<file path="src/common/vcap_pkg.sv">
// Constants shared by the video port capture engine.
// Summary of operation
// - Bytes Cb Y0 Cr Y1 pack into words.
// - Pixel flag high only during active video.
// - Two blanking modes: raw and code-framed.
// - Mode 1 region held in software registers.
// - Mode 1 starts at chosen end code.
// - Mode 1 runs until next start code.
// - Mode 2 starts at chosen start code.
// - Mode 2 ends at chosen end code.
// - Mode 2 byte count per field varies.
// - Vertical scale factor ranges 1 to 31.
// - Scaling drops whole lines, no filtering.
// - Start x00 opens line, end xx1 closes.
// - Bytes sampled on pixel clock into FIFO.
package vcap_pkg;
  // Register port geometry.
  localparam int unsigned REG_AW = 8;
  localparam int unsigned REG_DW = 32;
  localparam int unsigned BYTE_W = 8;
  localparam int unsigned WORD_W = 32;
  // Register byte offsets.
  localparam logic [7:0] OFS_CTRL = 8'h00;
  localparam logic [7:0] OFS_SCALE = 8'h04;
  localparam logic [7:0] OFS_VBI_START = 8'h08;
  localparam logic [7:0] OFS_VBI_END = 8'h0c;
  localparam logic [7:0] OFS_STATUS = 8'h10;
  // Control register fields.
  localparam int unsigned CTRL_EN_BIT = 0;
  localparam int unsigned CTRL_MODE_LSB = 1;
  localparam int unsigned MODE_W = 2;
  localparam int unsigned SCALE_W = 5;
  // Status register fields.
  localparam int unsigned STAT_OVF_BIT = 0;
  localparam int unsigned STAT_DONE_BIT = 1;
  localparam int unsigned STAT_FIELD_BIT = 2;
  localparam int unsigned STAT_BUSY_BIT = 3;
  localparam int unsigned STAT_LINE_LSB = 16;
  // Capture modes held in the control register.
  localparam logic [1:0] MODE_VIDEO = 2'h0;
  localparam logic [1:0] MODE_VBI_RAW = 2'h1;
  localparam logic [1:0] MODE_VBI_FRAMED = 2'h2;
  // Reset value and lower limit of the scale factor.
  localparam logic [4:0] SCALE_RESET = 5'h01;
  localparam logic [4:0] SCALE_MIN = 5'h01;
  // Embedded timing code preamble and flag positions in the code word.
  localparam logic [7:0] CODE_PRE_FF = 8'hff;
  localparam logic [7:0] CODE_PRE_00 = 8'h00;
  localparam int unsigned XY_F_BIT = 6;
  localparam int unsigned XY_V_BIT = 5;
  localparam int unsigned XY_H_BIT = 4;
  // Bytes per word minus one: the index of the last byte lane.
  localparam logic [1:0] PACK_LAST = 2'h3;
endpackage

</file>
<file path="src/rtl/word_fifo.sv">
// Word FIFO with a registered output stage between capture and consumer.
module word_fifo
#(
  parameter int unsigned WIDTH = 32,
  parameter int unsigned DEPTH = 8
)
(
  input wire logic clk,
  input wire logic srst,
  input wire logic [WIDTH-1:0] in_data,
  input wire logic in_valid,
  output logic in_ready,
  output logic [WIDTH-1:0] out_data,
  output logic out_valid,
  input wire logic out_ready
);
  localparam int unsigned AW = (DEPTH > 1) ? $clog2(DEPTH) : 1;
  localparam logic [AW:0] FULL_COUNT = (AW + 1)'(DEPTH);
  localparam logic [AW-1:0] LAST_PTR = AW'(DEPTH - 1);

  logic [WIDTH-1:0] mem [DEPTH]; // Storage words.
  logic [AW-1:0] wr_ptr; // Next slot to write.
  logic [AW-1:0] rd_ptr; // Next slot to read.
  logic [AW:0] count; // Words held in storage, not counting the output stage.
  logic push;
  logic pop;

  // Pointers wrap at the depth, which need not be a power of two.
  function automatic logic [AW-1:0] next_ptr(input logic [AW-1:0] p);
    next_ptr = (p == LAST_PTR) ? '0 : p + 1'b1;
  endfunction

  assign in_ready = (count != FULL_COUNT);
  assign push = in_valid && in_ready;
  // Refill the output stage whenever it is empty or being drained.
  assign pop = (count != '0) && (!out_valid || out_ready);

  // Storage write; no reset needed since count guards every read.
  always_ff @(posedge clk)
  begin
    if (push)
      mem[wr_ptr] <= in_data;
  end

  // Pointer and occupancy bookkeeping.
  always_ff @(posedge clk)
  begin
    if (srst)
    begin
      wr_ptr <= '0;
      rd_ptr <= '0;
      count <= '0;
    end
    else
    begin
      if (push)
        wr_ptr <= next_ptr(wr_ptr);
      if (pop)
        rd_ptr <= next_ptr(rd_ptr);
      if (push && !pop)
        count <= count + 1'b1;
      else if (pop && !push)
        count <= count - 1'b1;
    end
  end

  // Registered output stage, so the consumer sees flip-flop outputs.
  always_ff @(posedge clk)
  begin
    if (srst)
    begin
      out_valid <= 1'b0;
      out_data <= '0;
    end
    else if (pop)
    begin
      out_valid <= 1'b1;
      out_data <= mem[rd_ptr];
    end
    else if (out_ready)
      out_valid <= 1'b0;
  end
endmodule

</file>
<file path="src/rtl/video_port_vbi_capture.sv">
// Video port capture engine: pin sampling, code parsing, VBI control, scaling, registers.
module video_port_vbi_capture
#(
  parameter int unsigned LINE_W = 10,
  parameter int unsigned FIFO_DEPTH = 8
)
(
  input wire logic CLK,
  input wire logic SRST,
  input wire logic [vcap_pkg::REG_AW-1:0] REG_ADDR,
  input wire logic [vcap_pkg::REG_DW-1:0] REG_WDATA,
  input wire logic REG_WR,
  input wire logic REG_RD,
  output logic [vcap_pkg::REG_DW-1:0] REG_RDATA,
  input wire logic DECODER_PIXEL_CLOCK,
  input wire logic [vcap_pkg::BYTE_W-1:0] VIDEO_BYTE_BUS,
  output logic VALID_PIXEL_FLAG,
  output logic [vcap_pkg::WORD_W-1:0] CAP_DATA,
  output logic CAP_VALID,
  input wire logic CAP_READY
);
  import vcap_pkg::*;

  typedef enum logic [2:0] {ST_IDLE, ST_HUNT, ST_ACTIVE, ST_VBI_RAW, ST_VBI_LINE,
    ST_VBI_GAP} cap_state_t;

  // Software settings.
  logic enable; // Capture engine on.
  logic [MODE_W-1:0] mode; // Video only, raw blanking, or framed blanking.
  logic [SCALE_W-1:0] scale; // Vertical decimation factor as written.
  logic [LINE_W-1:0] vbi_start; // Line whose code opens blanking capture.
  logic [LINE_W-1:0] vbi_end; // Line whose end code closes framed capture.
  logic overflow; // Sticky: a byte was lost because the FIFO was full.

  // Pin sampling.
  logic [1:0] pclk_sync; // Two-stage synchroniser for the pixel clock.
  logic pclk_prev; // Previous synchronised pixel clock level.
  logic [BYTE_W-1:0] bus_meta; // First stage for the byte bus.
  logic [BYTE_W-1:0] bus_sync; // Second stage for the byte bus.
  logic byte_strobe; // One cycle per decoder byte.

  // Code detection pipeline.
  logic [BYTE_W-1:0] pipe [3]; // Last three bytes, pipe[0] newest.
  logic [2:0] pipe_cap; // Capture mark carried with each piped byte.
  logic code_hit; // Fourth byte of a timing code is on the bus.
  logic is_end_code; // The code is an end code.
  logic active_start; // The code opens an active video line.
  logic field_change; // The code carries a new field flag.
  logic field; // Field flag of the last code.

  // Capture control.
  cap_state_t state;
  cap_state_t next_state;
  logic capturing; // Bytes entering the pipeline are to be kept.
  logic vbi_done; // Blanking capture finished for this field.
  logic [LINE_W-1:0] line_num; // End codes seen so far in this field.
  logic [LINE_W-1:0] line_cur; // Line number valid for the current code.
  logic [SCALE_W-1:0] dec_cnt; // Position within the decimation cycle.
  logic [SCALE_W-1:0] dec_cur; // Decimation position for the current code.
  logic [SCALE_W-1:0] scale_eff; // Scale factor with zero taken as one.
  logic keep_line; // The active line under this code survives decimation.
  logic vbi1_start;
  logic vbi2_start;
  logic vbi_finish; // Blanking capture completes on this code.

  // Word packing.
  logic byte_take; // A captured byte leaves the pipeline.
  logic [BYTE_W-1:0] byte_in;
  logic [1:0] pack_cnt; // Bytes held in the packer.
  logic [23:0] pack; // Held bytes, newest at the top.
  logic word_push; // Word waiting for the FIFO.
  logic [WORD_W-1:0] word_data;
  logic fifo_in_ready;

  // Pixel clock and bus each pass two flip-flops before any use.
  // pixel clock sampling
  always_ff @(posedge CLK)
  begin
    pclk_sync <= {pclk_sync[0], DECODER_PIXEL_CLOCK};
    bus_meta <= VIDEO_BYTE_BUS;
    bus_sync <= bus_meta;
  end

  // Edge history; bytes are taken at the falling edge, halfway between the
  // decoder's launch edges, where the bus is settled in the synchronised copy.
  always_ff @(posedge CLK)
  begin
    if (SRST)
      pclk_prev <= 1'b0;
    else
      pclk_prev <= pclk_sync[1];
  end

  assign byte_strobe = pclk_prev && !pclk_sync[1];

  assign code_hit = byte_strobe && (pipe[2] == CODE_PRE_FF) && (pipe[1] == CODE_PRE_00)
    && (pipe[0] == CODE_PRE_00);
  assign is_end_code = bus_sync[XY_H_BIT];
  assign active_start = !bus_sync[XY_H_BIT] && !bus_sync[XY_V_BIT];
  assign field_change = code_hit && (bus_sync[XY_F_BIT] != field);
  assign line_cur = field_change ? '0 : line_num;
  assign dec_cur = field_change ? '0 : dec_cnt;
  assign scale_eff = (scale < SCALE_MIN) ? SCALE_MIN : scale;
  assign keep_line = (dec_cur == '0);
  assign vbi1_start = (mode == MODE_VBI_RAW) && is_end_code && (line_cur == vbi_start)
    && !vbi_done;
  assign vbi2_start = (mode == MODE_VBI_FRAMED) && !is_end_code && (line_cur == vbi_start)
    && !vbi_done;
  assign vbi_finish = code_hit && (((state == ST_VBI_RAW) && !is_end_code)
    || ((state == ST_VBI_LINE) && is_end_code && (line_cur == vbi_end)));
  assign capturing = (state == ST_ACTIVE) || (state == ST_VBI_RAW) || (state == ST_VBI_LINE);
  // Preamble bytes of a code are unmarked here, so codes never reach memory.
  assign byte_take = byte_strobe && !code_hit && pipe_cap[2];
  assign byte_in = pipe[2];

  // Byte pipeline: the three bytes before a code are its preamble, so the
  // capture marks are withheld until the fourth byte settles the question.
  always_ff @(posedge CLK)
  begin
    if (SRST)
    begin
      pipe[0] <= '0;
      pipe[1] <= '0;
      pipe[2] <= '0;
      pipe_cap <= '0;
    end
    else if (byte_strobe)
    begin
      pipe[0] <= bus_sync;
      pipe[1] <= pipe[0];
      pipe[2] <= pipe[1];
      pipe_cap <= code_hit ? '0 : {pipe_cap[1:0], capturing};
    end
  end

  // Next capture state, decided on each timing code.
  // two blanking modes
  always_comb
  begin
    next_state = state;
    if (!enable)
      next_state = ST_IDLE;
    else if (state == ST_IDLE)
      next_state = ST_HUNT;
    else if (code_hit)
    begin
      unique case (state)
        ST_IDLE, ST_HUNT, ST_ACTIVE:
        begin
          if (vbi1_start)
            next_state = ST_VBI_RAW;
          else if (vbi2_start)
            next_state = ST_VBI_LINE;
          else if (!is_end_code && active_start && keep_line)
            next_state = ST_ACTIVE;
          else
            next_state = ST_HUNT;
        end
        ST_VBI_RAW:
        begin
          if (!is_end_code)
            next_state = (active_start && keep_line) ? ST_ACTIVE : ST_HUNT;
        end
        ST_VBI_LINE:
        begin
          if (is_end_code)
            next_state = (line_cur == vbi_end) ? ST_HUNT : ST_VBI_GAP;
        end
        ST_VBI_GAP:
        begin
          if (!is_end_code)
            next_state = ST_VBI_LINE;
        end
      endcase
    end
  end

  // State register and the pixel flag, which mirrors the active window.
  always_ff @(posedge CLK)
  begin
    if (SRST)
    begin
      state <= ST_IDLE;
      VALID_PIXEL_FLAG <= 1'b0;
    end
    else
    begin
      state <= next_state;
      VALID_PIXEL_FLAG <= (next_state == ST_ACTIVE);
    end
  end

  // Field tracking, line numbering and the decimation cycle.
  always_ff @(posedge CLK)
  begin
    if (SRST)
    begin
      field <= 1'b0;
      line_num <= '0;
      dec_cnt <= '0;
      vbi_done <= 1'b0;
    end
    else if (code_hit)
    begin
      field <= bus_sync[XY_F_BIT];
      line_num <= is_end_code ? line_cur + 1'b1 : line_cur;
      if (!is_end_code && active_start)
        dec_cnt <= (dec_cur >= scale_eff - 1'b1) ? '0 : dec_cur + 1'b1;
      else
        dec_cnt <= dec_cur;
      // Completion wins over the field restart that would clear it.
      if (vbi_finish)
        vbi_done <= 1'b1;
      else if (field_change)
        vbi_done <= 1'b0;
    end
  end

  // Packer: first byte lands in bits 7:0, so a word reads Y1 Cr Y0 Cb from the top.
  // A word that the FIFO cannot yet take holds here and stalls the packer.
  // four bytes per word
  always_ff @(posedge CLK)
  begin
    if (SRST)
    begin
      pack <= '0;
      pack_cnt <= '0;
      word_push <= 1'b0;
      word_data <= '0;
    end
    else
    begin
      if (word_push && fifo_in_ready)
        word_push <= 1'b0;
      if (byte_take && !(word_push && !fifo_in_ready))
      begin
        if (pack_cnt == PACK_LAST)
        begin
          word_data <= {byte_in, pack};
          word_push <= 1'b1;
          pack <= '0;
          pack_cnt <= '0;
        end
        else
        begin
          pack <= {byte_in, pack[23:8]};
          pack_cnt <= pack_cnt + 1'b1;
        end
      end
      else if (code_hit && (pack_cnt != '0) && !(word_push && !fifo_in_ready))
      begin
        // A run that stops mid-word is flushed with zero padding above it.
        unique case (pack_cnt)
          2'h1: word_data <= {24'h000000, pack[23:16]};
          2'h2: word_data <= {16'h0000, pack[23:8]};
          default: word_data <= {8'h00, pack};
        endcase
        word_push <= 1'b1;
        pack <= '0;
        pack_cnt <= '0;
      end
    end
  end

  // Captured words queue here; the consumer may stall with CAP_READY.
  // bytes into capture FIFO
  word_fifo #(
    .WIDTH(WORD_W),
    .DEPTH(FIFO_DEPTH)
  ) u_fifo (
    .clk(CLK),
    .srst(SRST),
    .in_data(word_data),
    .in_valid(word_push),
    .in_ready(fifo_in_ready),
    .out_data(CAP_DATA),
    .out_valid(CAP_VALID),
    .out_ready(CAP_READY)
  );

  // Register writes; overflow is write-one-to-clear and a new loss wins.
  always_ff @(posedge CLK)
  begin
    if (SRST)
    begin
      enable <= 1'b0;
      mode <= MODE_VIDEO;
      scale <= SCALE_RESET;
      vbi_start <= '0;
      vbi_end <= '0;
      overflow <= 1'b0;
    end
    else
    begin
      if (REG_WR)
      begin
        unique case (REG_ADDR)
          OFS_CTRL:
          begin
            enable <= REG_WDATA[CTRL_EN_BIT];
            mode <= REG_WDATA[CTRL_MODE_LSB +: MODE_W];
          end
          OFS_SCALE: scale <= REG_WDATA[SCALE_W-1:0];
          OFS_VBI_START: vbi_start <= REG_WDATA[LINE_W-1:0];
          OFS_VBI_END: vbi_end <= REG_WDATA[LINE_W-1:0];
          OFS_STATUS:
          begin
            if (REG_WDATA[STAT_OVF_BIT])
              overflow <= 1'b0;
          end
          default:
          begin
          end
        endcase
      end
      // The packer drops every byte while a word is stalled, so any such byte is a loss.
      if (byte_take && word_push && !fifo_in_ready)
        overflow <= 1'b1;
    end
  end

  // Read data stands for the one cycle after the strobe; otherwise zero.
  always_ff @(posedge CLK)
  begin
    if (SRST || !REG_RD)
      REG_RDATA <= '0;
    else
    begin
      REG_RDATA <= '0;
      unique case (REG_ADDR)
        OFS_CTRL:
        begin
          REG_RDATA[CTRL_EN_BIT] <= enable;
          REG_RDATA[CTRL_MODE_LSB +: MODE_W] <= mode;
        end
        OFS_SCALE: REG_RDATA[SCALE_W-1:0] <= scale;
        OFS_VBI_START: REG_RDATA[LINE_W-1:0] <= vbi_start;
        OFS_VBI_END: REG_RDATA[LINE_W-1:0] <= vbi_end;
        OFS_STATUS:
        begin
          REG_RDATA[STAT_OVF_BIT] <= overflow;
          REG_RDATA[STAT_DONE_BIT] <= vbi_done;
          REG_RDATA[STAT_FIELD_BIT] <= field;
          REG_RDATA[STAT_BUSY_BIT] <= capturing;
          REG_RDATA[STAT_LINE_LSB +: LINE_W] <= line_num;
        end
        default:
        begin
        end
      endcase
    end
  end
endmodule

</file>
<file path="config.mk">
export PLATFORM = sky130hd
export DESIGN_NAME = video_port_vbi_capture
export DESIGN_NICKNAME = d
export VERILOG_FILES = /design/src/common/vcap_pkg.sv /design/src/rtl/word_fifo.sv /design/src/rtl/video_port_vbi_capture.sv
export SDC_FILE = /design/constraint.sdc
export NUM_CORES = 1
export LEC_CHECK = 0
export BUFFER_PORTS_ARGS = -buffer_cell sky130_fd_sc_hd__buf_2
export CAP_MARGIN = 25
export CORE_MARGIN = 5
export CORE_UTILIZATION = 30
export DETAILED_ROUTE_END_ITERATION = 12
export SETUP_SLACK_MARGIN = 0.4
export SYNTH_ARGS = -nofsm -noshare
export SYNTH_HDL_FRONTEND = slang
export SYNTH_SLANG_ARGS = --single-unit
</file>
<file path="constraint.sdc">
create_clock -name CLK -period 12.6 [get_ports CLK]
set_input_delay 1.26 -clock CLK [delete_from_list [all_inputs] [get_ports CLK]]
set_output_delay 1.26 -clock CLK [all_outputs]
set_load 0.02 [all_outputs]
</file>
==> reports/metrics.csv <==
stage,metric,value,unit
outcome,status,completed,
floorplanning,die-area,67460,um2
power_and_ir_drop,leakagePower,7.494,nW
clock_tree,clock_sinks,474,
worst_setup_path,cp.required,13110,ps
synthesis,ys_warn_count,0,
synthesis,synth_cell_type_count,73,
place,gp_congestion,0.8276,
worst_setup_path,crit_path_top_delay_cell,or2_0,
drt,viasPerCell,4.861,
synthesis,syn_inst,1349,
worst_setup_path,path_max_fanout,10,
synthesis,syn_avg_cell_area,13.87,um2
sta,final-setup-viol-count,0,
power_and_ir_drop,ir_drop,0.1324,mV
synthesis,ys_seq_elements,474,
drt,first_pass_iters,5,
layout,nets,1491,
worst_setup_path,max_stage_delay,520,ps
drt,vias,11160,
drt,initialDrtViolationCount,793,
drt,route.detailed.drc,0,
synthesis,synth_seq_area_share,65.70,%
sta,post-route-period-util,31.12,%
sta,final.min_clock_period,3921,ps
global_routing,grt_usage,11.65,%
global_routing,grt_antenna_before_repair,1,
job,maxCapViolCount,0,
sta,slew_headroom,33.21,%
clock_tree,cts_tree,done,
clock_tree,clock_latency,600,ps
sta,hold_violations,0,
clock_tree,cts.clk_slew.worst_paths,60,ps
power_and_ir_drop,powerDensity,178.0,nW/um2
drt,wl_per_cell,17.42,um
synthesis,synth-main-ff-cell,edfxtp_1,
floorplanning,rows,91,
place,io_buffers,85,
sta,setup_tns,0,ps
layout,drive_gt1_share,19.35,%
clock_tree,cts_max_path_buffers,3,
global_routing,overflow,0,
power_and_ir_drop,power,3.856,mW
drt,ant_nets,0,
drt,wirelength,39980,um
global_routing,grt_max_degree,86,
sta,finalWorstSetupSlack,8679,ps
worst_setup_path,cp.arrival,4430,ps
worst_setup_path,worst_path_most_repeated_cell,a21o_1,
place,dp_slack,8533,ps
sta,final.setup_skew,27.97,ps
sta,rsz0062_at_grt,false,
clock_tree,cts_root_buffer,clkbuf_16,
worst_setup_path,crit_chain,xor2_2 -> nand4_4 -> or2_0 -> nand2_1 -> ha_1 -> nand2b_1 -> a21o_1 -> a21o_1 -> a21o_1 -> a21oi_1 -> nand3_1 -> a31o_2 -> a21oi_1,
sta,whs,326.9,ps
worst_setup_path,crit_path_end_kind,flop,
clock_tree,htreeDepth,2,
floorplanning,pin_count,120,
floorplanning,core_area,61710,um2
clock_tree,cts_setup_buffers,0,
global_routing,grt_first_pass_wirelength,62670,um
sta,finalMaxSlewViolations,0,
sta,worstMarginPinSlew,1002,ps
floorplanning,chipWidth,259.7,um
worst_setup_path,critPathKind,reg -> reg,
layout,syn2layout_area_growth,15.76,%
clock_tree,hold_buffers,0,
worst_hold_path,holdCritPathClass,reg -> reg,
clock_tree,cts_buffers,49,
synthesis,ys_async_sr_fraction,0,%
floorplanning,die_height,259.7,um
clock_tree,ctsResizeCount,0,
worst_setup_path,crit_path_start_kind,flop,
sta,clock.fmax,0.2550,GHz
synthesis,syn-cell-area,18710,um2
global_routing,grt_pass1_vias,11140,
floorplanning,start_util,30.32,%
place,hpwlAfterDp,24010,um
synthesis,synth_edf_count,280,
-- where the power goes --
part           internal [mW]  leakage [nW]  switching (mW)  total, mW
clock                  0.873         0.817           0.609       1.48
combinational          0.266          2.47           0.331      0.597
sequential              1.70          4.21          0.0806       1.78
total                   2.83          7.49            1.02       3.86
-- kinds of logic (layout without fill, tap and decap cells) --
| group | Yosys count | count (layout) | share of synthesized area [%] |
|---|---|---|---|
| mux | 129 | 129 | 11.18 |
| flops | 474 | 474 | 65.70 |
| xor+xnor | 23 | 23 | 1.117 |
| buf+inv | 124 | 221 | 2.882 |
| other cells | 1 | 13 | 0.02004 |
| compound gates | 207 | 207 | 7.945 |
| simple gates | 370 | 370 | 9.710 |
| fa+ha+maj | 21 | 21 | 1.445 |
-- routing by layer --
metal	vias up	wire [um]	global-route usage, %
met3	68	2106	2.427
met5	-	0	0
li1	5246	-	-
met1	5555	16970	14.86
met2	287	19920	19.85
met4	0	975	3.890
-- worst max-delay path: cells and delay by family (launching register included) --
family / cells / cell delay [ps]
fa+ha+maj: 1 / 240
simple gates: 5 / 1330
compound gates: 6 / 1360
xor+xnor: 1 / 480
flops: 1 / 430
-- sequential cells by signal (all words and copies together) (netlist names), 10 cells and up --
name             count
vbi_start           10
u_fifo.mem         256
u_fifo.out_data     32
pipe                24
line_num            10
word_data           32
vbi_end             10
REG_RDATA           20
pack                24
-- final timing paths --
| path | startpoint | slack (ps) | depth (start not counted) | to |
|---|---|---|---|---|
| min reg2reg | bus_meta[7] | 330 | 0 | bus_sync[7] |
| min | bus_meta[7] | 330 | 0 | bus_sync[7] |
| max | field | 8680 | 13 | dec_cnt[3] |
| max reg2reg | field | 8680 | 13 | dec_cnt[3] |
-- layout make-up --
cell class                 instances  area, um2
clock inverter                    21      261.5
antenna                            1      2.502
clock buffer                      71       1420
timing repair buffer             105      578.1
fill                            5975      40050
multi-input combinational        762       5961
tap                              837       1047
inverter                          24      90.09
sequential                       474      12300
-- cells in the mapped netlist, drive strengths merged, types with 5 or more instances --
library cell / n / area (um2)
xor2: 7 / 68.82
ha: 20 / 250.2
nand2b: 5 / 31.28
buf: 39 / 220.2
nor4: 5 / 43.79
a221o: 10 / 100.1
a311oi: 8 / 70.07
xnor2: 16 / 140.1
o211ai: 9 / 67.56
nor2b: 9 / 56.30
clkbuf: 61 / 229.0
nor3: 19 / 100.1
a22oi: 38 / 285.3
and3: 41 / 257.8
dfxtp: 194 / 3884
mux2i: 65 / 650.6
nand3: 38 / 195.2
o21ai: 21 / 108.9
nand2: 76 / 285.3
o32ai: 5 / 43.79
a211oi: 35 / 262.8
a21oi: 43 / 215.2
nand4: 8 / 65.06
inv: 24 / 90.09
nor2: 142 / 545.5
mux4: 64 / 1441
a31oi: 6 / 37.54
edfxtp: 280 / 8408
-- through the flow --
step | utilization [%] | cells | cell area [um2]
after floorplan | - | 1360 | 18750
after global placement | 32.37 | 2202 | 19970
after detailed placement | 32.37 | 2202 | 19970
after global routing | 35.09 | 2294 | 21660
final | 35.10 | 2295 | 21660
after CTS | 35.09 | 2294 | 21660
-- placed cells by master, fill, tap and decap left out, types with 4 or more instances in the layout --
master	synthesis	routed
nor4bb_1	4	4
nand2_1	76	76
a21oi_1	43	43
conb_1	1	12
o211ai_1	9	9
nand2b_1	5	5
o21ai_0	19	19
a311oi_1	8	8
and3_1	40	40
nor3_2	1	5
clkinv_2	0	7
buf_4	13	21
ha_1	20	20
a211oi_1	35	35
xor2_1	6	6
clkbuf_16	0	50
bufinv_16	0	4
a31oi_1	6	6
clkbuf_1	61	12
a21o_1	4	4
buf_2	14	84
nor2b_1	9	8
nor3_1	18	14
a22oi_1	38	38
a221o_1	10	10
mux2i_1	65	65
xnor2_1	16	16
edfxtp_1	280	280
nor2_2	2	5
and2_1	4	4
nand3_1	37	37
o32ai_1	5	5
mux4_2	64	64
inv_1	24	24
dfxtp_1	194	191
or3_1	4	4
clkbuf_8	0	9
nor2_1	139	136
nand4_1	7	7
(Power assumes the default switching activity.)
